<file path="src/hw/pwr_seq_pkg.sv">
// package: timing constants, states and grouped signals of the power key reset sequencer
package pwr_seq_pkg;

    localparam int unsigned CLK_HZ = 200_000_000;
    localparam int unsigned CLK_PER_MS = CLK_HZ / 1000;

    // printed times, in milliseconds
    localparam int unsigned START_HOLD_MS = 2000;
    localparam int unsigned STOP_HOLD_MS = 3100;
    localparam int unsigned RESET_PULSE_MS = 100;

    // least times, in cycles
    localparam int unsigned START_HOLD_CYC = START_HOLD_MS * CLK_PER_MS;
    localparam int unsigned STOP_HOLD_CYC = STOP_HOLD_MS * CLK_PER_MS;
    localparam int unsigned RESET_PULSE_CYC = RESET_PULSE_MS * CLK_PER_MS;

    // length of the reset pulse the module gives its core, and of the orderly shutdown
    localparam int unsigned CORE_RESET_CYC = 16;
    localparam int unsigned SHUTDOWN_CYC = 64;

    localparam int unsigned CNT_W = 32;

    // argument of the function setting command that asks for a reset
    localparam logic [7:0] FUNC_RESET_ARG = 8'h0F;

    typedef enum logic [2:0] {
        ST_OFF = 3'b000,
        ST_STARTING = 3'b001,
        ST_ON = 3'b010,
        ST_RESETTING = 3'b011,
        ST_STOPPING = 3'b100
    } seq_state_t;

    // software commands from the module's command processor
    typedef struct packed {
        logic power_off_command;
        logic function_command;
        logic [7:0] function_arg;
    } sw_cmd_t;

    // status seen by the rest of the module
    typedef struct packed {
        logic core_on;
        logic core_reset;
        logic deregister;
        logic card_present_detect;
        logic abrupt_off;
    } seq_status_t;

endpackage : pwr_seq_pkg

</file>
<file path="src/hw/low_hold_timer.sv">
// low-level hold timer: counts cycles a line stays low and flags thresholds
`timescale 1ns/10ps
`default_nettype none

module low_hold_timer #(
    parameter int unsigned CNT_W = 32
) (
    // clock and reset
    input wire logic ref_clk,
    input wire logic srst,
    // line under watch
    input wire logic line_n,
    // thresholds in cycles
    input wire logic [CNT_W-1:0] short_cyc,
    input wire logic [CNT_W-1:0] long_cyc,
    // results
    output logic low_now,
    output logic reached_short,
    output logic reached_long,
    output logic released
);
    typedef struct packed {
        logic [CNT_W-1:0] cnt;
        logic prev_low;
    } timer_state_t;

    timer_state_t s_q;
    timer_state_t s_d;

    always_comb begin
        s_d = s_q;
        s_d.prev_low = ~line_n;
        if (line_n) begin
            s_d.cnt = '0;
        end else if (s_q.cnt != '1) begin
            s_d.cnt = s_q.cnt + 1'b1;
        end
    end

    always_ff @(posedge ref_clk) begin
        if (srst) begin
            s_q <= '0;
        end else begin
            s_q <= s_d;
        end
    end

    assign low_now = ~line_n;
    assign reached_short = s_q.cnt >= short_cyc;
    assign reached_long = s_q.cnt >= long_cyc;
    // rising edge of the line after a low spell
    assign released = s_q.prev_low & line_n;
endmodule : low_hold_timer

`default_nettype wire

</file>
<file path="src/hw/power_key_reset_sequencer.sv">
// power key and external reset sequencer of the module
`timescale 1ns/10ps
`default_nettype none

module power_key_reset_sequencer #(
    parameter int unsigned START_CYC = pwr_seq_pkg::START_HOLD_CYC,
    parameter int unsigned STOP_CYC = pwr_seq_pkg::STOP_HOLD_CYC,
    parameter int unsigned RESET_CYC = pwr_seq_pkg::RESET_PULSE_CYC,
    parameter int unsigned CORE_RST_CYC = pwr_seq_pkg::CORE_RESET_CYC,
    parameter int unsigned SHUT_CYC = pwr_seq_pkg::SHUTDOWN_CYC
) (
    // clock and reset
    input wire logic ref_clk,
    input wire logic srst,
    // control pins from the host
    input wire logic power_key_n,
    input wire logic external_reset_n,
    // supply monitor: high while supply is good
    input wire logic supply_ok,
    // card slot detect pin
    input wire logic card1_detect_in,
    // software commands
    input wire pwr_seq_pkg::sw_cmd_t sw_cmd,
    // status
    output pwr_seq_pkg::seq_status_t status
);
    import pwr_seq_pkg::*;

    localparam logic [CNT_W-1:0] START_C = CNT_W'(START_CYC);
    localparam logic [CNT_W-1:0] STOP_C = CNT_W'(STOP_CYC);
    localparam logic [CNT_W-1:0] RESET_C = CNT_W'(RESET_CYC);
    localparam logic [CNT_W-1:0] CORE_RST_C = CNT_W'(CORE_RST_CYC);
    localparam logic [CNT_W-1:0] SHUT_C = CNT_W'(SHUT_CYC);

    typedef struct packed {
        seq_state_t st;
        logic [CNT_W-1:0] cnt;
        logic key_armed;
        logic auto_start;
        logic supply_seen;
        seq_status_t out;
    } seq_regs_t;

    seq_regs_t r_q;
    seq_regs_t r_d;

    logic key_low;
    logic key_start;
    logic key_stop;
    logic key_rel;
    logic rst_low;
    logic rst_short;
    logic rst_rel;

    low_hold_timer #(.CNT_W(CNT_W)) u_key_timer (
        .ref_clk(ref_clk),
        .srst(srst),
        .line_n(power_key_n),
        .short_cyc(START_C),
        .long_cyc(STOP_C),
        .low_now(key_low),
        .reached_short(key_start),
        .reached_long(key_stop),
        .released(key_rel)
    );

    low_hold_timer #(.CNT_W(CNT_W)) u_rst_timer (
        .ref_clk(ref_clk),
        .srst(srst),
        .line_n(external_reset_n),
        .short_cyc(RESET_C),
        .long_cyc(RESET_C),
        .low_now(rst_low),
        .reached_short(rst_short),
        .reached_long(),
        .released(rst_rel)
    );

    // requests decoded from the pins, the commands and the counter
    logic auto_detect;
    logic key_start_req;
    logic auto_start_req;
    logic pin_reset_req;
    logic cmd_reset_req;
    logic key_stop_req;
    logic cmd_off_req;
    logic core_rst_done;
    logic shut_done;

    assign auto_detect = !r_q.supply_seen && key_low;
    assign key_start_req = key_low && key_start && r_q.key_armed;
    assign auto_start_req = r_q.auto_start && key_low;
    // a reset pulse counts only when long enough and raised again
    assign pin_reset_req = rst_rel && rst_short;
    assign cmd_reset_req = sw_cmd.function_command && (sw_cmd.function_arg == FUNC_RESET_ARG);
    // key stop and power-off command are refused when wired for automatic startup
    assign key_stop_req = !r_q.auto_start && r_q.key_armed && key_rel && key_stop;
    assign cmd_off_req = !r_q.auto_start && sw_cmd.power_off_command;
    assign core_rst_done = r_q.cnt >= CORE_RST_C - 1'b1;
    assign shut_done = r_q.cnt >= SHUT_C - 1'b1;

    // next state of the sequencer
    always_comb begin
        r_d = r_q;
        r_d.out.card_present_detect = card1_detect_in;
        r_d.out.abrupt_off = 1'b0;
        r_d.out.deregister = 1'b0;
        r_d.supply_seen = supply_ok;
        if (r_q.cnt != '1) begin
            r_d.cnt = r_q.cnt + 1'b1;
        end
        // a start press must be released before a new hold counts again
        if (!key_low) begin
            r_d.key_armed = 1'b1;
        end
        if (!supply_ok) begin
            // abrupt loss: no orderly shutdown, no deregistration
            r_d.st = ST_OFF;
            r_d.out.core_on = 1'b0;
            r_d.out.core_reset = 1'b0;
            r_d.out.abrupt_off = r_q.out.core_on;
            r_d.auto_start = 1'b0;
            r_d.key_armed = 1'b1;
        end else begin
            case (r_q.st)
                ST_OFF: begin
                    // key already low when supply rises marks automatic startup
                    if (auto_detect) begin
                        r_d.auto_start = 1'b1;
                    end
                    if (key_start_req) begin
                        r_d.st = ST_STARTING;
                        r_d.cnt = '0;
                        r_d.key_armed = 1'b0;
                    end else if (auto_start_req) begin
                        r_d.st = ST_STARTING;
                        r_d.cnt = '0;
                        r_d.key_armed = 1'b0;
                    end
                end
                ST_STARTING: begin
                    // the core comes up held in reset for a fixed count
                    r_d.out.core_on = 1'b1;
                    r_d.out.core_reset = 1'b1;
                    if (core_rst_done) begin
                        r_d.st = ST_ON;
                        r_d.out.core_reset = 1'b0;
                    end
                end
                ST_ON: begin
                    // resets outrank stops; the pin outranks the command
                    if (pin_reset_req) begin
                        r_d.st = ST_RESETTING;
                        r_d.cnt = '0;
                    end else if (cmd_reset_req) begin
                        r_d.st = ST_RESETTING;
                        r_d.cnt = '0;
                    end else if (key_stop_req) begin
                        r_d.st = ST_STOPPING;
                        r_d.cnt = '0;
                    end else if (cmd_off_req) begin
                        r_d.st = ST_STOPPING;
                        r_d.cnt = '0;
                    end
                end
                ST_RESETTING: begin
                    r_d.out.core_reset = 1'b1;
                    if (core_rst_done) begin
                        r_d.st = ST_ON;
                        r_d.out.core_reset = 1'b0;
                    end
                end
                ST_STOPPING: begin
                    r_d.out.deregister = (r_q.cnt == '0);
                    if (shut_done) begin
                        r_d.st = ST_OFF;
                        r_d.out.core_on = 1'b0;
                        // re-arm the key only if it is already released
                        r_d.key_armed = !key_low;
                    end
                end
                default: begin
                    // unused codes fall back to off
                    r_d.st = ST_OFF;
                end
            endcase
        end
        // held reset pin while running only keeps core_reset at its last value, which is low in ST_ON
        if (r_q.st == ST_ON && rst_low) begin
            r_d.out.core_reset = r_q.out.core_reset;
        end
    end

    always_ff @(posedge ref_clk) begin
        if (srst) begin
            r_q <= '{
                st: ST_OFF,
                cnt: '0,
                key_armed: 1'b1,
                auto_start: 1'b0,
                supply_seen: 1'b0,
                out: '0
            };
        end else begin
            r_q <= r_d;
        end
    end

    assign status = r_q.out;
endmodule : power_key_reset_sequencer

`default_nettype wire

</file>
<file path="config.mk">
export PLATFORM = sky130hd
export DESIGN_NAME = power_key_reset_sequencer
export DESIGN_NICKNAME = d
export VERILOG_FILES = /design/src/hw/pwr_seq_pkg.sv /design/src/hw/low_hold_timer.sv /design/src/hw/power_key_reset_sequencer.sv
export SDC_FILE = /design/constraint.sdc
export NUM_CORES = 1
export LEC_CHECK = 0
export ABC_AREA = 1
export ABC_CLOCK_PERIOD_IN_PS = 4170
export BUFFER_PORTS_ARGS = -buffer_cell sky130_fd_sc_hd__buf_2
export CAP_MARGIN = 5
export CORE_ASPECT_RATIO = 0.6
export CORE_MARGIN = 2
export CORE_UTILIZATION = 55
export CTS_CLUSTER_SIZE = 12
export DETAILED_ROUTE_END_ITERATION = 8
export PLACE_DENSITY = 0.71
export SLEW_MARGIN = 25
export SYNTH_ARGS = -nofsm -noshare
export SYNTH_HDL_FRONTEND = slang
export SYNTH_HIERARCHICAL = 1
export SYNTH_SLANG_ARGS = --single-unit
export TNS_END_PERCENT = 50
</file>
<file path="constraint.sdc">
create_clock -name ref_clk -period 4.17 [get_ports ref_clk]
set_input_delay 0 -clock ref_clk [delete_from_list [all_inputs] [get_ports ref_clk]]
set_output_delay 0 -clock ref_clk [all_outputs]
set_load 0.01 [all_outputs]
</file>
# After elaboration in Yosys (flattened, before gate mapping)
# Index checks and enable logic that the tools add are counted.
word_totals:
  input_bits: 16
  register_bits: 109
  out_inout_bits: 5
  wordCells: 88
classes:
  magnitude_cmp: 5
  n_addsub: 3
  n_reduce_logical: 26
  n_bitwise: 7
  n_eq_ne: 13
  mux: 20
op_table:
  columns: ["op", "count"]
  rows:
  - ["$mux 35", 4]
  - ["$add 32x1->32 const B", 3]
  - ["$ne 32x32->1 const B", 3]
  - ["$mux 36", 2]
  - ["$mux 32", 2]
  - ["$pmux 32 s2", 1]
  - ["$ge 32x25->1 const B", 1]
  - ["$ge 32x29->1 const B", 1]
  - ["$ge 32x30->1 const B", 1]
  - ["$ge 32x4->1 const B", 1]
  - ["$ge 32x6->1 const B", 1]
  - ["$logic_not 32->1", 1]
  - ["$pmux 3 s4", 1]
  - ["$logic_and 1x1->1", 11]
  - ["$reduce_or 2->1", 5]
  - ["$eq 8x4->1 const B", 1]
  - ["$eq 3x2->1 const B", 2]
  - ["$mux 1", 6]
  - ["$mux 3", 2]
  - ["$reduce_and 2->1", 3]
  - ["$ne 5x5->1 const B", 1]
  - ["$not 1->1", 5]
  - ["$ne 2x2->1 const B", 2]
  - ["$pmux 1 s2", 2]
  - ["10 further kinds", 12]

# Logic depth before layout (Yosys ltp)
logic_depth:
  depth_word: 9
  mapped_depth: 21
  depth_no_buf: 21

# Modules after synthesis
# The synthesis kept the hierarchy.
by_module_without_submodules:
  columns: ["mod", "area_each_um2", "n_inst", "seq_area_each_um2", "cells_each"]
  rows:
  - ["low_hold_timer", 3593.4, 2, 660.6, 564]
  - ["power_key_reset_sequencer", 2713.9, 1, 860.8, 435]

# Least setup slack after synthesis
# Ideal clock, no wire load.
synth_timing:
  path_type: "reg2reg"
  start: "reg u_key_timer/s_q[16] (netlist bit)"
  end: "reg r_q[10] (netlist bit)"
  synth_period_minus_slack_ns: 2.072
  setup_time_ns: 0.121
  setup_slack_ns: 2.098
  path_buffers: 1
  t_arrival_ns: 1.951
  path_stages_with_launch: 16
  t_required_ns: 4.049
  cell_sequence: "dfxtp_1 ha_1 nand2_1 nor4_1 nand2_1 nand2_1 nand2_1 nand2_1 nand4_1 nand3_1 nor2_1 nor2_1 nand2_1 nand2_1 buf_2 nor2_2"
synth_between:
  elab_chain_len: 7
  word_cells_on_any_way: 11
  classes_between: "2 x order compare; 6 x mux; 3 x reduce/logical"
synth_lines:
  columns: ["item", "line", "source"]
  rows:
  - ["start, declared", "low_hold_timer.sv:27", "timer_state_t s_q;"]
  - ["start signal, assigned", "low_hold_timer.sv:42", "s_q <= '0;"]
  - ["start signal, assigned", "low_hold_timer.sv:44", "s_q <= s_d;"]
  - ["$ge 32x30->1", "low_hold_timer.sv:50", "assign reached_long = s_q.cnt >= long_cyc;"]
  - ["via key_stop", "power_key_reset_sequencer.sv:49", "logic key_stop;"]
  - ["$logic_and 1x1->1", "power_key_reset_sequencer.sv:97", "assign key_stop_req = !r_q.auto_start && r_q.key_armed && key_rel && key_stop;"]
  - ["$mux 35", "power_key_reset_sequencer.sv:158", "end else if (key_stop_req) begin"]
  - ["$mux 35", "power_key_reset_sequencer.sv:155", "end else if (cmd_reset_req) begin"]
  - ["$mux 35", "power_key_reset_sequencer.sv:152", "if (pin_reset_req) begin"]
  - ["$pmux 32 s2", "power_key_reset_sequencer.sv:125", "case (r_q.st)"]
  - ["$mux 32", "power_key_reset_sequencer.sv:116", "if (!supply_ok) begin"]
  - ["end signal, assigned", "power_key_reset_sequencer.sv:196", "r_q <= '{"]
  - ["end signal, assigned", "power_key_reset_sequencer.sv:205", "r_q <= r_d;"]
  - ["end, declared", "power_key_reset_sequencer.sv:44", "seq_regs_t r_q;"]
# The timed path passes the listed nets, and every way through them passes these cells.
# A chain may end at the register's enable or synchronous reset.

# Worst setup path after layout
layout_timing:
  start: "reg u_rst_timer/s_q[32] (netlist bit)"
  end: "reg r_q[39] (netlist bit)"
layout_between:
  elab_chain_len: 5
layout_lines:
  columns: ["item", "line", "source"]
  rows:
  - ["start, declared", "low_hold_timer.sv:27", null]
  - ["start signal, assigned", "low_hold_timer.sv:42", null]
  - ["start signal, assigned", "low_hold_timer.sv:44", null]
  - ["$ge 32x25->1", "low_hold_timer.sv:49", "assign reached_short = s_q.cnt >= short_cyc;"]
  - ["via rst_short", "power_key_reset_sequencer.sv:52", "logic rst_short;"]
  - ["$logic_and 1x1->1", "power_key_reset_sequencer.sv:94", "assign pin_reset_req = rst_rel && rst_short;"]
  - ["$mux 35", "power_key_reset_sequencer.sv:152", null]
  - ["$pmux 32 s2", "power_key_reset_sequencer.sv:125", null]
  - ["$mux 32", "power_key_reset_sequencer.sv:116", null]
# The timed path passes the listed nets, and every way through them passes these cells.

==> results.sh <==
export IMPL_reg2reg_from="u_rst_timer/s_q[32]$_SDFFE_PP0P_"
export IMPL_hold_start="srst"
export IMPL_area_growth_pct=9.95
export IMPL_slew_violations=0
export IMPL_drc=0
export IMPL_cp_top_family="simple AND/OR/NAND/NOR gates"
export IMPL_worstPathRequired_ns=4.42
export IMPL_hold_class="in -> reg"
export IMPL_fin_crit_ns=2.97
export IMPL_relSlewSlack_pct=53.5
export IMPL_crit_type="reg -> reg"
export IMPL_vias_per_cell=4.95
export IMPL_topRoutingLayerUsed="met4"
export IMPL_worstSetupEndpointType="register"
export IMPL_core_area_um2=16200
export IMPL_post_cts_resized=0
export IMPL_fp_row_count=36
export IMPL_ant_nets=0
export IMPL_drv_cap=0
export IMPL_portBuffers=20
export IMPL_avgSynthCellArea_um2=6.34
export IMPL_clock_skew_ns=0.0136
export IMPL_cts_buffers=9
export IMPL_overflow=0
export IMPL_grt_pass1_wl_um=38300
export IMPL_setup_viol=0
export IMPL_drtIter0Drc=844
export IMPL_cts_sinks=109
export IMPL_fin_cells=1760
export IMPL_crit_fanout=30
export IMPL_grtUsageTotal_pct=27.3
export IMPL_chipHeight_um=104
export IMPL_slowest_delay_ns=0.55
export IMPL_synth_area_um2=9090
export IMPL_fillers=1565
export IMPL_rsz0062_at_grt="no"
export IMPL_clockRootBuffer="clkbuf_16"
export IMPL_synth_warnings=6
export IMPL_grt_max_degree=32
export IMPL_dr_wl_met2_um=7970
export IMPL_cts_tree="built"
export IMPL_setup_tns_ns=0
export IMPL_drive_gt1_share_pct=8.06
export IMPL_h_tree_depth=3
export IMPL_crit_top_cell="nand2_1"
export IMPL_wl_per_cell_um=13.1
export IMPL_dieArea_um2=17600
export IMPL_crit_arrival_ns=3.22
export IMPL_dp_hpwl_um=18800
export IMPL_via_count=8712
export IMPL_final_core_util_pct=61.7
export IMPL_multi_input_area_um2=6180
export IMPL_insertion_delay_ns=0.37
export IMPL_path_clk_slew_ns=0.08
export IMPL_worst_r2r_path_depth=15
export IMPL_grt_pass1_vias=7595
export IMPL_m1WireLength_um=12700
export IMPL_diodes=0
export IMPL_period_share_pct=71.1
export IMPL_cp_slowest_cell="nor4_1"
export IMPL_synth_cells=1435
export IMPL_powerDensity_nw_per_um2=209
export IMPL_ir_drop_mv=0.215
export IMPL_whs_ns=0.0429
export IMPL_path_cells="ha_1, nand2_1, nor2_1, nand4_1, nor4_1, nand2_1, nand2_1, nand2_1, nand2_1, nor2_1, nor2_1, nand2_1, nand2_1, buf_4, nor2_1"
export IMPL_die_x_um=170
export IMPL_hold_end="r_q[5]$_SDFF_PP0_"
export IMPL_dp_cells=1739
export IMPL_first_pass_iters=5
export IMPL_start_util_pct=56.1
export IMPL_holdBufCountCts=5
export IMPL_routed_wl_um=23100
export IMPL_hold_depth=2
export IMPL_tightest_slew_ns=0.691
export IMPL_hold_violations=0
export IMPL_place_gp_congestion=0.938
export IMPL_leakage_nw=4.96
export IMPL_critPathLaunchType="register"
export IMPL_regArea_um2=2180
export IMPL_layout_nets=1662
export IMPL_wl_met3_um=2230
export IMPL_regToRegSetupSlack_ns=1.20
export IMPL_reg2reg_to="r_q[39]$_SDFF_PP0_"
export IMPL_pin_count=21
export IMPL_antenna_found_initial=0
export IMPL_worst_path_buf_inv=1
export IMPL_status="finished, final reports clean"
export IMPL_power_mw=2.09
export IMPL_post_cts_repair_setup_buffers=0
export IMPL_fmaxAchievable_mhz=337
export IMPL_clockBufferDepth=2
## how the worst max path moves through the flow
stage	startpoint	end	slack (ns)	cells past startpoint
after global routing	u_rst_timer/s_q[32]$_SDFFE_PP0P_	r_q[21]$_SDFF_PP0_	1.05	15
after floorplan	u_key_timer/s_q[16]$_SDFFE_PP0P_	r_q[10]$_SDFF_PP0_	2.10	15
final	u_rst_timer/s_q[32]$_SDFFE_PP0P_	r_q[39]$_SDFF_PP0_	1.20	15
after CTS	u_rst_timer/s_q[32]$_SDFFE_PP0P_	r_q[9]$_SDFF_PP0_	1.33	15
after global placement	u_rst_timer/s_q[30]$_SDFFE_PP0P_	r_q[36]$_SDFF_PP0_	1.43	15
after detailed placement	u_rst_timer/s_q[32]$_SDFFE_PP0P_	r_q[9]$_SDFF_PP0_	1.36	15
## stage by stage
step	instance area, um2	setup WS, ns
after global routing	10000	1.05
after global placement	9660	1.43
after floorplan	9450	2.10
after CTS	10000	1.33
final	10000	1.20
after detailed placement	9660	1.36
## placed cells by master, fill, tap and decap left out, drive strengths merged, types with 5 or more instances in the layout
master	instances
dfxtp	109
ha	100
buf	23
nor3	13
clkinv	5
or2	13
inv	242
nand3	71
clkbuf	10
a21oi	95
nand3b	31
nor2	215
nand4	20
nand2	425
xor2	19
o21a	5
dlygate4sd3	5
conb	96
o21ai	18
xnor2	8
a31oi	13
## layer usage
layer,global-route usage (%),vias to the layer above
li1,-,4644
met1,45.6,3791
met2,33.9,264
met3,6.65,13
met4,5.07,0
met5,0,-
## power by group
group | switching, mW | internal (mW) | total [mW]
combinational | 0.111 | 0.0596 | 0.171
clock | 0.445 | 0.418 | 0.863
sequential | 0.00866 | 1.05 | 1.06
## flip-flops by register name, summed over array words and instances (netlist names)
name and flops:
r_q 38, status 5, u_key_timer/s_q 33, u_rst_timer/s_q 33
## layout make-up
class	instances	share of cell area, %
Multi-Input combinational cell	1156	61.8
Inverter	242	9.17
Clock buffer	10	2.29
Timing Repair Buffer	28	1.73
Clock inverter	6	0.538
Tap cell	209	2.62
Sequential cell	109	21.8
## worst reg2reg max path: cells and delay by family, from the launching register on
family                   cells  cell delay (ns)
AND/OR/NAND/NOR             13             1.86
buffers and inverters        1             0.35
flip-flops                   1             0.34
adder cells (fa/ha/maj)      1             0.30
Power figures use the tool's default switching activity.
